**config.mk**
```make
export PLATFORM = sky130hd
export DESIGN_NAME = bsl_tap_top
export DESIGN_NICKNAME = d
export VERILOG_FILES = /design/src/bsl_sync.v /design/src/bsl_bscell.v /design/src/bsl_tap_top.v
export VERILOG_INCLUDE_DIRS = /design/src /design/src/src
export SDC_FILE = /design/constraint.sdc
export NUM_CORES = 1
export LEC_CHECK = 0
export ABC_AREA = 0
export BUFFER_PORTS_ARGS = -buffer_cell sky130_fd_sc_hd__buf_2
export CORE_ASPECT_RATIO = 1.75
export CORE_MARGIN = 2
export CORE_UTILIZATION = 42
export DETAILED_ROUTE_END_ITERATION = 10
export SYNTH_ARGS = -nofsm -noshare
export SYNTH_HDL_FRONTEND = slang
export SYNTH_SLANG_ARGS = --single-unit
```
**constraint.sdc**
```tcl
create_clock -name i_clk -period 5.2 [get_ports i_clk]
set_input_delay 0.78 -clock i_clk [delete_from_list [all_inputs] [get_ports i_clk]]
set_output_delay 0.78 -clock i_clk [all_outputs]
set_load 0.01 [all_outputs]
```
**src/bsl_regs.vh**
```
// Purpose: constants shared by the boundary-scan test logic
// Assumes: plain Verilog-2005, included by bare name
// Notes: pin counts of the boundary chain are a reduced generic set
`ifndef BSL_REGS_VH
`define BSL_REGS_VH

// instruction register
`define BSL_IR_W 4
`define BSL_IR_CAPTURE 4'hd
`define BSL_OP_EXTEST 4'h0
`define BSL_OP_SAMPLE 4'h1
`define BSL_OP_BYPASS 4'hf
`define BSL_OP_IDCODE 4'h5

// boundary chain layout: inputs first, then data/control pairs per bidir pin
`define BSL_N_IN 4
`define BSL_N_IO 4
`define BSL_CHAIN_LEN 12
`define BSL_IO_BASE 4

// input synchroniser depth
`define BSL_SYNC_STAGES 2

`endif

```
**src/bsl_sync.v**
```verilog
// Purpose: two-flop synchroniser for levels from outside the clock domain
// Assumes: each bit is an independent level
// Notes: first stage feeds only the second stage
`timescale 1ns/1ps
module bsl_sync #(
  parameter W = 1
) (
  // clock and reset
  input wire i_clk,
  input wire i_rst,
  // data
  input wire [W-1:0] i_d,
  output reg [W-1:0] o_q
);

  reg [W-1:0] meta;

  always @(posedge i_clk or posedge i_rst) begin
    if (i_rst) begin
      meta <= {W{1'b0}};
      o_q <= {W{1'b0}};
    end else begin
      meta <= i_d;
      o_q <= meta;
    end
  end

endmodule // bsl_sync

```
**src/bsl_bscell.v**
```verilog
// Purpose: one boundary-scan cell, master stage plus update stage
// Assumes: edge strobes are one-cycle pulses on i_clk
// Notes: master moves on test-clock rise, slave on test-clock fall
`timescale 1ns/1ps
module bsl_bscell (
  // clock and reset
  input wire i_clk,
  input wire i_rst,
  // test-clock edges and controls
  input wire i_rise,
  input wire i_fall,
  input wire i_capture,
  input wire i_shift,
  input wire i_update,
  // data
  input wire i_par,
  input wire i_ser,
  output reg o_master,
  output reg o_slave
);

  always @(posedge i_clk or posedge i_rst) begin
    if (i_rst) begin
      o_master <= 1'b0;
      o_slave <= 1'b0;
    end else begin
      if (i_rise && i_capture) begin
        o_master <= i_par; // see RQ18
      end else if (i_rise && i_shift) begin
        o_master <= i_ser; // see RQ15
      end
      if (i_fall && i_update) begin
        o_slave <= o_master; // see RQ13 see RQ19
      end
    end
  end

endmodule // bsl_bscell

```
**src/bsl_tap_top.v**
```verilog
// Purpose: boundary-scan test port: tap controller, instruction register,
//   bypass register and boundary chain around a set of system pins
// Assumes: test clock is a slow pin sampled by i_clk (250 MHz)
// Notes: test-clock edges are seen three i_clk cycles late
//
// Function
// RQ1 - 4-bit instruction register with shift master and latched slave stage
// RQ2 - selected instruction register shifts from TDI toward TDO per TCK rise
// RQ3 - new instruction acts only at master-to-slave transfer, old one stops
// RQ4 - TDI enters instruction MSB, instruction LSB drives TDO
// RQ5 - capture loads 1101, shifted out LSB first
// RQ6 - TRST# low asynchronously forces the id code instruction
// RQ7 - new opcode becomes active on TCK falling edge
// RQ8 - decode 0000 extest, 0001 sample/preload, 1111 bypass
// RQ9 - test master never loads reserved opcode 0101
// RQ10 - extest: boundary chain on TDO, outputs from cells, change on fall
// RQ11 - extest: system input pins captured on TCK rise
// RQ12 - sample: snapshot on rise, outputs cells sample driven values
// RQ13 - sample: master cells copied into slave cells on TCK fall
// RQ14 - bypass: one-bit register on TDO, system operation undisturbed
// RQ15 - data register TDI at MSB, TDO from LSB, one shift per rise
// RQ16 - one cell per pin plus control cells, control 0 means high-z
// RQ17 - supply, pll, analog and test pins stay out of the chain
// RQ18 - parallel load of boundary master cells on TCK rise
// RQ19 - serially loaded master data applied to pins on TCK fall
// RQ20 - TDO changes on falling TCK edges
// RQ21 - tap moves on TCK rise by TMS; TRST# or five TMS highs reset
// RQ22 - power-on reset puts tap in test-logic-reset
// RQ23 - undecoded opcodes, reserved one included, select the bypass register
`timescale 1ns/1ps
`include "bsl_regs.vh"
module bsl_tap_top (
  // clock and reset
  input wire i_clk,
  input wire i_rst,
  // test port pins
  input wire i_tck,
  input wire i_tms,
  input wire i_tdi,
  input wire i_trst_n,
  output reg o_tdo,
  output reg o_tdo_oe,
  // system input pins and their path into the core
  input wire [`BSL_N_IN-1:0] i_pin_in,
  output reg [`BSL_N_IN-1:0] o_core_in,
  // bidir pins: core side
  input wire [`BSL_N_IO-1:0] i_core_out,
  input wire [`BSL_N_IO-1:0] i_core_oe,
  output reg [`BSL_N_IO-1:0] o_core_pad_in,
  // bidir pins: pad side
  input wire [`BSL_N_IO-1:0] i_pad_in,
  output reg [`BSL_N_IO-1:0] o_pad_out,
  output reg [`BSL_N_IO-1:0] o_pad_oe
);

  // one-hot tap states
  localparam [15:0] ST_TLR = 16'h0001;
  localparam [15:0] ST_RTI = 16'h0002;
  localparam [15:0] ST_SDS = 16'h0004;
  localparam [15:0] ST_CDR = 16'h0008;
  localparam [15:0] ST_SHDR = 16'h0010;
  localparam [15:0] ST_E1DR = 16'h0020;
  localparam [15:0] ST_PDR = 16'h0040;
  localparam [15:0] ST_E2DR = 16'h0080;
  localparam [15:0] ST_UDR = 16'h0100;
  localparam [15:0] ST_SIS = 16'h0200;
  localparam [15:0] ST_CIR = 16'h0400;
  localparam [15:0] ST_SHIR = 16'h0800;
  localparam [15:0] ST_E1IR = 16'h1000;
  localparam [15:0] ST_PIR = 16'h2000;
  localparam [15:0] ST_E2IR = 16'h4000;
  localparam [15:0] ST_UIR = 16'h8000;

  // tap and instruction state is also cleared by the test reset pin;
  // the pin acts without any clock edge, so it bypasses the synchroniser
  // limitation: its release is not synchronised either, so the master
  // should keep tck low for a few clocks around the rising edge of the pin
  wire tap_rst;
  assign tap_rst = i_rst | ~i_trst_n; // see RQ6 see RQ22

  // pin synchronisers
  wire [2:0] port_s;
  wire [`BSL_N_IN+`BSL_N_IO-1:0] pins_s;
  wire tck_s;
  wire tms_s;
  wire tdi_s;
  wire [`BSL_N_IN-1:0] pin_in_s;
  wire [`BSL_N_IO-1:0] pad_in_s;

  bsl_sync #(.W(3)) u_port_sync (
    .i_clk(i_clk),
    .i_rst(i_rst),
    .i_d({i_tck, i_tms, i_tdi}),
    .o_q(port_s)
  );

  bsl_sync #(.W(`BSL_N_IN + `BSL_N_IO)) u_pin_sync (
    .i_clk(i_clk),
    .i_rst(i_rst),
    .i_d({i_pad_in, i_pin_in}),
    .o_q(pins_s)
  );

  assign tck_s = port_s[2];
  assign tms_s = port_s[1];
  assign tdi_s = port_s[0];
  assign pin_in_s = pins_s[`BSL_N_IN-1:0];
  assign pad_in_s = pins_s[`BSL_N_IN+`BSL_N_IO-1:`BSL_N_IN];

  // test-clock edge detection on the synchronised copy
  reg tck_d;
  wire tck_rise;
  wire tck_fall;

  always @(posedge i_clk or posedge i_rst) begin
    if (i_rst) begin
      tck_d <= 1'b0;
    end else begin
      tck_d <= tck_s;
    end
  end

  assign tck_rise = tck_s & ~tck_d;
  assign tck_fall = ~tck_s & tck_d;

  // tap controller
  reg [15:0] state;
  reg [15:0] next_state;

  always @* begin
    case (state)
      ST_TLR: next_state = tms_s ? ST_TLR : ST_RTI;
      ST_RTI: next_state = tms_s ? ST_SDS : ST_RTI;
      ST_SDS: next_state = tms_s ? ST_SIS : ST_CDR;
      ST_CDR: next_state = tms_s ? ST_E1DR : ST_SHDR;
      ST_SHDR: next_state = tms_s ? ST_E1DR : ST_SHDR;
      ST_E1DR: next_state = tms_s ? ST_UDR : ST_PDR;
      ST_PDR: next_state = tms_s ? ST_E2DR : ST_PDR;
      ST_E2DR: next_state = tms_s ? ST_UDR : ST_SHDR;
      ST_UDR: next_state = tms_s ? ST_SDS : ST_RTI;
      ST_SIS: next_state = tms_s ? ST_TLR : ST_CIR;
      ST_CIR: next_state = tms_s ? ST_E1IR : ST_SHIR;
      ST_SHIR: next_state = tms_s ? ST_E1IR : ST_SHIR;
      ST_E1IR: next_state = tms_s ? ST_UIR : ST_PIR;
      ST_PIR: next_state = tms_s ? ST_E2IR : ST_PIR;
      ST_E2IR: next_state = tms_s ? ST_UIR : ST_SHIR;
      ST_UIR: next_state = tms_s ? ST_SDS : ST_RTI;
      default: next_state = ST_TLR;
    endcase
  end

  // five rising edges with tms high reach test-logic-reset from any state
  always @(posedge i_clk or posedge tap_rst) begin
    if (tap_rst) begin
      state <= ST_TLR;
    end else if (tck_rise) begin
      state <= next_state; // see RQ21
    end
  end

  // instruction register: shift stage and latched stage
  reg [`BSL_IR_W-1:0] ir_shift;
  reg [`BSL_IR_W-1:0] ir_active;

  always @(posedge i_clk or posedge tap_rst) begin
    if (tap_rst) begin
      ir_shift <= `BSL_IR_CAPTURE;
    end else if (tck_rise) begin
      if (state == ST_CIR) begin
        ir_shift <= `BSL_IR_CAPTURE; // see RQ5
      end else if (state == ST_SHIR) begin
        ir_shift <= {tdi_s, ir_shift[`BSL_IR_W-1:1]}; // see RQ1 see RQ2 see RQ4
      end
    end
  end

  // the latched opcode only moves here, so a half-shifted opcode never acts
  always @(posedge i_clk or posedge tap_rst) begin
    if (tap_rst) begin
      ir_active <= `BSL_OP_IDCODE; // see RQ6
    end else if (tck_fall) begin
      if (state == ST_TLR) begin
        ir_active <= `BSL_OP_IDCODE;
      end else if (state == ST_UIR) begin
        ir_active <= ir_shift; // see RQ3 see RQ7
      end
    end
  end

  // decode; the id code and every other undecoded opcode fall to bypass
  wire op_extest;
  wire op_sample;
  wire op_bsr;
  wire op_bypass;

  assign op_extest = (ir_active == `BSL_OP_EXTEST); // see RQ8
  assign op_sample = (ir_active == `BSL_OP_SAMPLE); // see RQ8
  assign op_bsr = op_extest | op_sample;
  assign op_bypass = ~op_bsr; // see RQ23 see RQ9

  // bypass register
  reg bypass_bit;

  always @(posedge i_clk or posedge i_rst) begin
    if (i_rst) begin
      bypass_bit <= 1'b0;
    end else if (tck_rise && op_bypass) begin
      if (state == ST_CDR) begin
        bypass_bit <= 1'b0;
      end else if (state == ST_SHDR) begin
        bypass_bit <= tdi_s; // see RQ14
      end
    end
  end

  // boundary chain; supply, pll, analog and test pins have no cell
  // see RQ17 see RQ16
  wire [`BSL_CHAIN_LEN-1:0] cell_par;
  wire [`BSL_CHAIN_LEN-1:0] cell_master;
  wire [`BSL_CHAIN_LEN-1:0] cell_slave;
  wire [`BSL_CHAIN_LEN-1:0] cell_ser;
  wire bsr_capture;
  wire bsr_shift;
  wire bsr_update;
  wire [`BSL_N_IN-1:0] upd_in;
  wire [`BSL_N_IO-1:0] upd_data;
  wire [`BSL_N_IO-1:0] upd_ctrl;

  assign bsr_capture = op_bsr & (state == ST_CDR); // see RQ11 see RQ12
  assign bsr_shift = op_bsr & (state == ST_SHDR);
  assign bsr_update = op_bsr & (state == ST_UDR);
  assign cell_ser = {tdi_s, cell_master[`BSL_CHAIN_LEN-1:1]}; // see RQ15

  genvar gi;
  generate
    for (gi = 0; gi < `BSL_N_IN; gi = gi + 1) begin : g_in
      assign cell_par[gi] = pin_in_s[gi]; // see RQ11
      assign upd_in[gi] = cell_slave[gi];
    end
    for (gi = 0; gi < `BSL_N_IO; gi = gi + 1) begin : g_io
      // a driven pin samples the driven value, otherwise the pad level
      assign cell_par[`BSL_IO_BASE+2*gi] = i_core_oe[gi] ? i_core_out[gi] : pad_in_s[gi]; // see RQ12
      assign cell_par[`BSL_IO_BASE+2*gi+1] = i_core_oe[gi];
      assign upd_data[gi] = cell_slave[`BSL_IO_BASE+2*gi];
      assign upd_ctrl[gi] = cell_slave[`BSL_IO_BASE+2*gi+1];
    end
    for (gi = 0; gi < `BSL_CHAIN_LEN; gi = gi + 1) begin : g_cell
      bsl_bscell u_cell (
        .i_clk(i_clk),
        .i_rst(i_rst),
        .i_rise(tck_rise),
        .i_fall(tck_fall),
        .i_capture(bsr_capture),
        .i_shift(bsr_shift),
        .i_update(bsr_update),
        .i_par(cell_par[gi]),
        .i_ser(cell_ser[gi]),
        .o_master(cell_master[gi]),
        .o_slave(cell_slave[gi])
      );
    end
  endgenerate

  // serial output, moved only on the falling test-clock edge
  // enable drops outside shift states so a shared scan line is left free
  always @(posedge i_clk or posedge i_rst) begin
    if (i_rst) begin
      o_tdo <= 1'b0;
      o_tdo_oe <= 1'b0;
    end else if (tck_fall) begin
      if (state == ST_SHIR) begin
        o_tdo <= ir_shift[0]; // see RQ4 see RQ5 see RQ20
        o_tdo_oe <= 1'b1;
      end else if (state == ST_SHDR) begin
        o_tdo <= op_bypass ? bypass_bit : cell_master[0]; // see RQ10 see RQ14 see RQ20
        o_tdo_oe <= 1'b1;
      end else begin
        o_tdo_oe <= 1'b0;
      end
    end
  end

  // pin muxes; slaves only move on falls, so extest pins change on falls
  always @(posedge i_clk or posedge i_rst) begin
    if (i_rst) begin
      o_core_in <= {`BSL_N_IN{1'b0}};
      o_core_pad_in <= {`BSL_N_IO{1'b0}};
      o_pad_out <= {`BSL_N_IO{1'b0}};
      o_pad_oe <= {`BSL_N_IO{1'b0}};
    end else if (op_extest) begin
      o_core_in <= upd_in; // see RQ19
      o_core_pad_in <= upd_data;
      o_pad_out <= upd_data; // see RQ10
      o_pad_oe <= upd_ctrl; // see RQ16
    end else begin
      o_core_in <= pin_in_s; // see RQ14 see RQ12
      o_core_pad_in <= pad_in_s;
      o_pad_out <= i_core_out;
      o_pad_oe <= i_core_oe;
    end
  end

endmodule // bsl_tap_top

```
# Yosys cells after proc, flatten, opt, wreduce, memory -nomap -nowiden
# Cells that the tools add are included.
# op_classes
n_eq_ne,17
mux,56
bitwise,11
n_reduce_logical,17
# ops
op,count
$pmux 16 s12,1
$mux 1,35
$mux 16,2
$mux 4,8
$mux 9,2
$eq 16x1->1 const B,1
$eq 16x10->1 const B,1
$eq 16x11->1 const B,1
$eq 16x12->1 const B,1
$eq 16x13->1 const B,1
$eq 16x14->1 const B,1
$eq 16x15->1 const B,1
$eq 16x16->1 const B,1
$eq 16x2->1 const B,1
$eq 16x3->1 const B,1
$eq 16x4->1 const B,1
$eq 16x5->1 const B,1
$eq 16x6->1 const B,1
$eq 16x7->1 const B,1
$eq 16x8->1 const B,1
$eq 16x9->1 const B,1
$mux 15,1
$mux 13,1
$mux 11,1
other kinds (15),34
# word_totals
regBits,90
in_bits,22
output_inout_bits,18
wordCells,140

# Depth between registers and ports, before layout
# depth
depth_word,6
mapped_depth,8
ltp_nobuf,5

# By module
# A second synthesis with hierarchy kept.
# unflattened
hier_cells,398
area_unflattened_um2,4272.8
# modules_own_cells
mod,n_inst,cells_each,area_each_um2,seq_area_each_um2
bsl_tap_top,1,254,2333.5,1108.6
bsl_bscell,12,10,115.1,50.0
bsl_sync at u_pin_sync,1,17,404.1,400.4
bsl_sync at u_port_sync,1,7,153.9,150.1

# Least setup slack after synthesis
# OpenSTA, ideal clock, no wires.
# synth_timing
path_kind,flip-flop to flip-flop
start,reg state[1]
end,reg g_cell[0].u_cell.o_slave
setup_ps,127
t_arrival_ps,1791
required_ps,5073
path_slack_ps,3281
stages_incl_launch_ff,8
path_buffers,3
period_less_slack_ps,1919
cell_sequence,dfrtp_1 -> buf_4 -> nor4_2 -> buf_4 -> nand2_2 -> nor3_4 -> buf_6 -> mux2_1
# synth_via
elab_chain_cells,3
# synth_lines
item,line,rtl
from (decl),bsl_tap_top.v:127,reg [15:0] state;
from (signal assigned),bsl_tap_top.v:157,state <= next_state;
$eq 16x9->1,bsl_tap_top.v:231,assign bsr_update = op_bsr & (state == ST_UDR);
$and 1x1->1,bsl_tap_top.v:231,
$logic_and 1x1->1,bsl_bscell.v:32,if (i_fall && i_update) begin
to (signal assigned),bsl_bscell.v:33,o_slave <= o_master;
to (decl),bsl_bscell.v:19,output reg o_slave
# Every way passes these cells.
# A chain may end at the register's enable or synchronous reset.

# Worst setup path after layout
# layout_timing
start,reg state[9]
end,reg g_cell[4].u_cell.o_master
# layout_via
elab_chain_cells,4
elab_cells_between_ends,8
cone_classes,eq/ne: 2; mux: 1; bitwise: 2; reduce/logical: 3
# layout_lines
item,line,rtl
$eq 16x4->1 / $eq 16x5->1 (equally long branches),"bsl_tap_top.v:229, bsl_tap_top.v:230",
$and 1x1->1 (on tied branches),"bsl_tap_top.v:229, bsl_tap_top.v:230",
$logic_and 1x1->1 (on tied branches),"bsl_bscell.v:27, bsl_bscell.v:29",
$mux 1 / $reduce_bool 2->1 (equally long branches),n/a,
to (signal assigned),bsl_bscell.v:28,o_master <= i_par;
to (signal assigned),bsl_bscell.v:30,o_master <= i_ser;
to (decl),bsl_bscell.v:18,"output reg o_master,"
# Several ways; a longest one is shown, not always the timed one.

==> metrics.txt <==
Worst Max-Slew Pin Slew 969 ps; DRC violations left 0; combinational power share 0.168; Die Ht 134 µm; WP depth 5; R2R depth 5; Syn Inst Count 373; Initial Utilization 0.429; hold_buf cts 0; Ys Warns 0; postcts setup bufs 0; RSZ-0062 raised after global routing false; Lkg Pwr 0.00214 µW; via count 2823; Yosys top cell by area dfrtp_1; Synth area leaders dfrtp_1, nand2_1, dfstp_2; Synth Net Count 395; initial antenna violation count 0; relative slew slack 0.349; CTS clk-pin slew, worst paths 60 ps; clock share of power 0.395; die area 10400 µm²; Worst VDD drop 0.000195 V; Yosys cell types 55; first-pass GRT wire length 14.4 mm; post-synthesis sequential area ratio 0.559; cts repair resizes 0; Via-to-Cell Ratio 5.37; Sw Share 0.274; PortBufs 39; Setup Crit Path Kind register to register; Clock Skew 7.45 ps; max incr delay on CP 840 ps; mapped cell area 4040 µm²; GRT overflow 0; Setup TNS 0 ps; first-pass detailed-route iteration total 4; Worst Hold Class register to register; Async S/R FF share, synth 1.00; Detail Placement HPWL 6.14 mm; post-route design area 4600 µm²; worst path arrival time 3030 ps; CP Capture Type register; WP data required 5400 ps; Peak Freq 354 MHz; Clock Sinks 90; Pint 1340 µW; CP startpoint kind register; Period minus WS final 2820 ps; final worst-path cycle share 0.543; buffers and inverters on the worst path 0; hold path depth 0; DP Cell Count 511; worst-path fanout max 12; Post-Syn Area per Cell 10.8 µm²; Synth Flop Type dfrtp_1; CP cell instances nor4_2 -> nand4_2 -> nor2_2 -> mux2i_1 -> o21ai_2; H-tree level count 3; antenna viol nets, final 0; MaxCap Viol Count 0; most common cell after layout, fill and taps aside dfrtp_1; final setup fails 0; Final GP Congestion 0.887; status finished, final reports clean; number of global-route vias before repair 2862; EDFF count, synth 0; global-route usage over all layers 0.180; register share of total power 0.437; P_sw 506 µW; Clock Tree Root clkbuf_16; most frequent cells in the layout dfrtp_1, nand2_1, buf_2, nor2_1, o21ai_0; Starting DRT DRC Count 99; CP top delay family simple AND/OR/NAND/NOR gates; Yosys top cell area share 0.520; I/O pin total 40; PD cells 402 nW/µm²; Final Hold Vio Count 0; Yosys reg bits 90; Final Non-Filler Cells 526; num rows 47; P&R area growth vs syn 13.8%; placed instance area 4260 µm²; CTS tree built; total core area 9410 µm²; largest net degree at the start of global routing 67; Inserted Clock Buffers 9; Inserted Diodes 0; layout cells sized above 1 0.243; Clk Latency, worst-skew pair 340 ps; Die X 78.1 µm; Clock Path Buffers 2; slowest stage cell, crit path nor4_2; average wire per standard cell 16.4 µm; Post-Route WL 8.65 mm; Slew Viols, Final 0; Final #Nets 422
## flip-flops by register name (all words and copies together), names as in the netlist
| register | count |
|---|---|
| ir_active | 4 |
| u_pin_sync.meta | 8 |
| bypass_bit | 1 |
| tck_d | 1 |
| g_cell.u_cell.o_slave | 12 |
| u_port_sync.meta | 3 |
| o_tdo_oe | 1 |
| o_pad_oe | 4 |
| o_pad_out | 4 |
| o_tdo | 1 |
| u_port_sync.o_q | 3 |
| state | 16 |
| ir_shift | 4 |
| g_cell.u_cell.o_master | 12 |
| o_core_pad_in | 4 |
| u_pin_sync.o_q | 8 |
| o_core_in | 4 |
## kinds of logic after synthesis
family	count (synthesis)	synth area share
mux	23	0.0623
flops	90	0.559
compound gates	66	0.116
xor+xnor	5	0.0108
buf+inv	32	0.0446
simple gates	157	0.207
## power by group through the flow
stage               clock, µW  combinational (µW)  sequential (µW)
floorplan                   0                 211              816
global placement            0                 312              818
detailed placement          0                 314              819
CTS                       739                 315              808
global route              773                 346              816
finish                    730                 310              807
## final cells by class
class,instances,area (µm²)
fill,883,4810
sequential,90,2260
multi-input combinational,251,1610
clock buffer,10,229
timing repair buffer,43,225
tap,122,153
clock inverter,5,104
inverter,5,18.8
## final timing paths
kind	startpoint	endpoint	slack [ps]
min in group asynchronous	i_trst_n	state[5]	550
worst max register to register	state[9]	g_cell[4].u_cell.o_master	2380
worst min-delay path	u_pin_sync.meta[0]	u_pin_sync.o_q[0]	340
max in group asynchronous	i_rst	u_pin_sync.meta[0]	3960
worst min register to register	u_pin_sync.meta[0]	u_pin_sync.o_q[0]	340
worst max-delay path	state[9]	g_cell[4].u_cell.o_master	2380
## cells in the mapped netlist, types with 6 or more instances
cell,instances
mux2_2,7
nand2_1,79
nor2_1,15
o21ai_0,12
a21oi_1,6
o22ai_1,9
nand4_1,7
dfrtp_1,84
nand3_1,7
o21ai_2,8
mux2i_1,6
nand2b_1,8
clkbuf_1,14
nor3_1,7
mux2_1,10
dfstp_2,6
## metal layers
layer,wire length (µm),vias to the layer above,part of all wire,GRT usage
met3,301,16,0.035,0.0434
met1,3310,1393,0.38,0.203
met4,238,0,0.028,0.0770
met5,0,-,0,0
li1,-,1361,-,-
met2,4800,53,0.56,0.321
## stage by stage
stage                     hold slack [ps]  utilization  power [µW]  worst slack [ps]
after CTS                             345        0.489        1860              2410
after global routing                  349        0.489        1940              2120
after floorplan                       331            -        1030              2770
after global placement                333        0.453        1130              2520
after detailed placement              335        0.453        1130              2400
final                                 340        0.489        1850              2380
No activity file was read; power rests on OpenSTA's default activity.
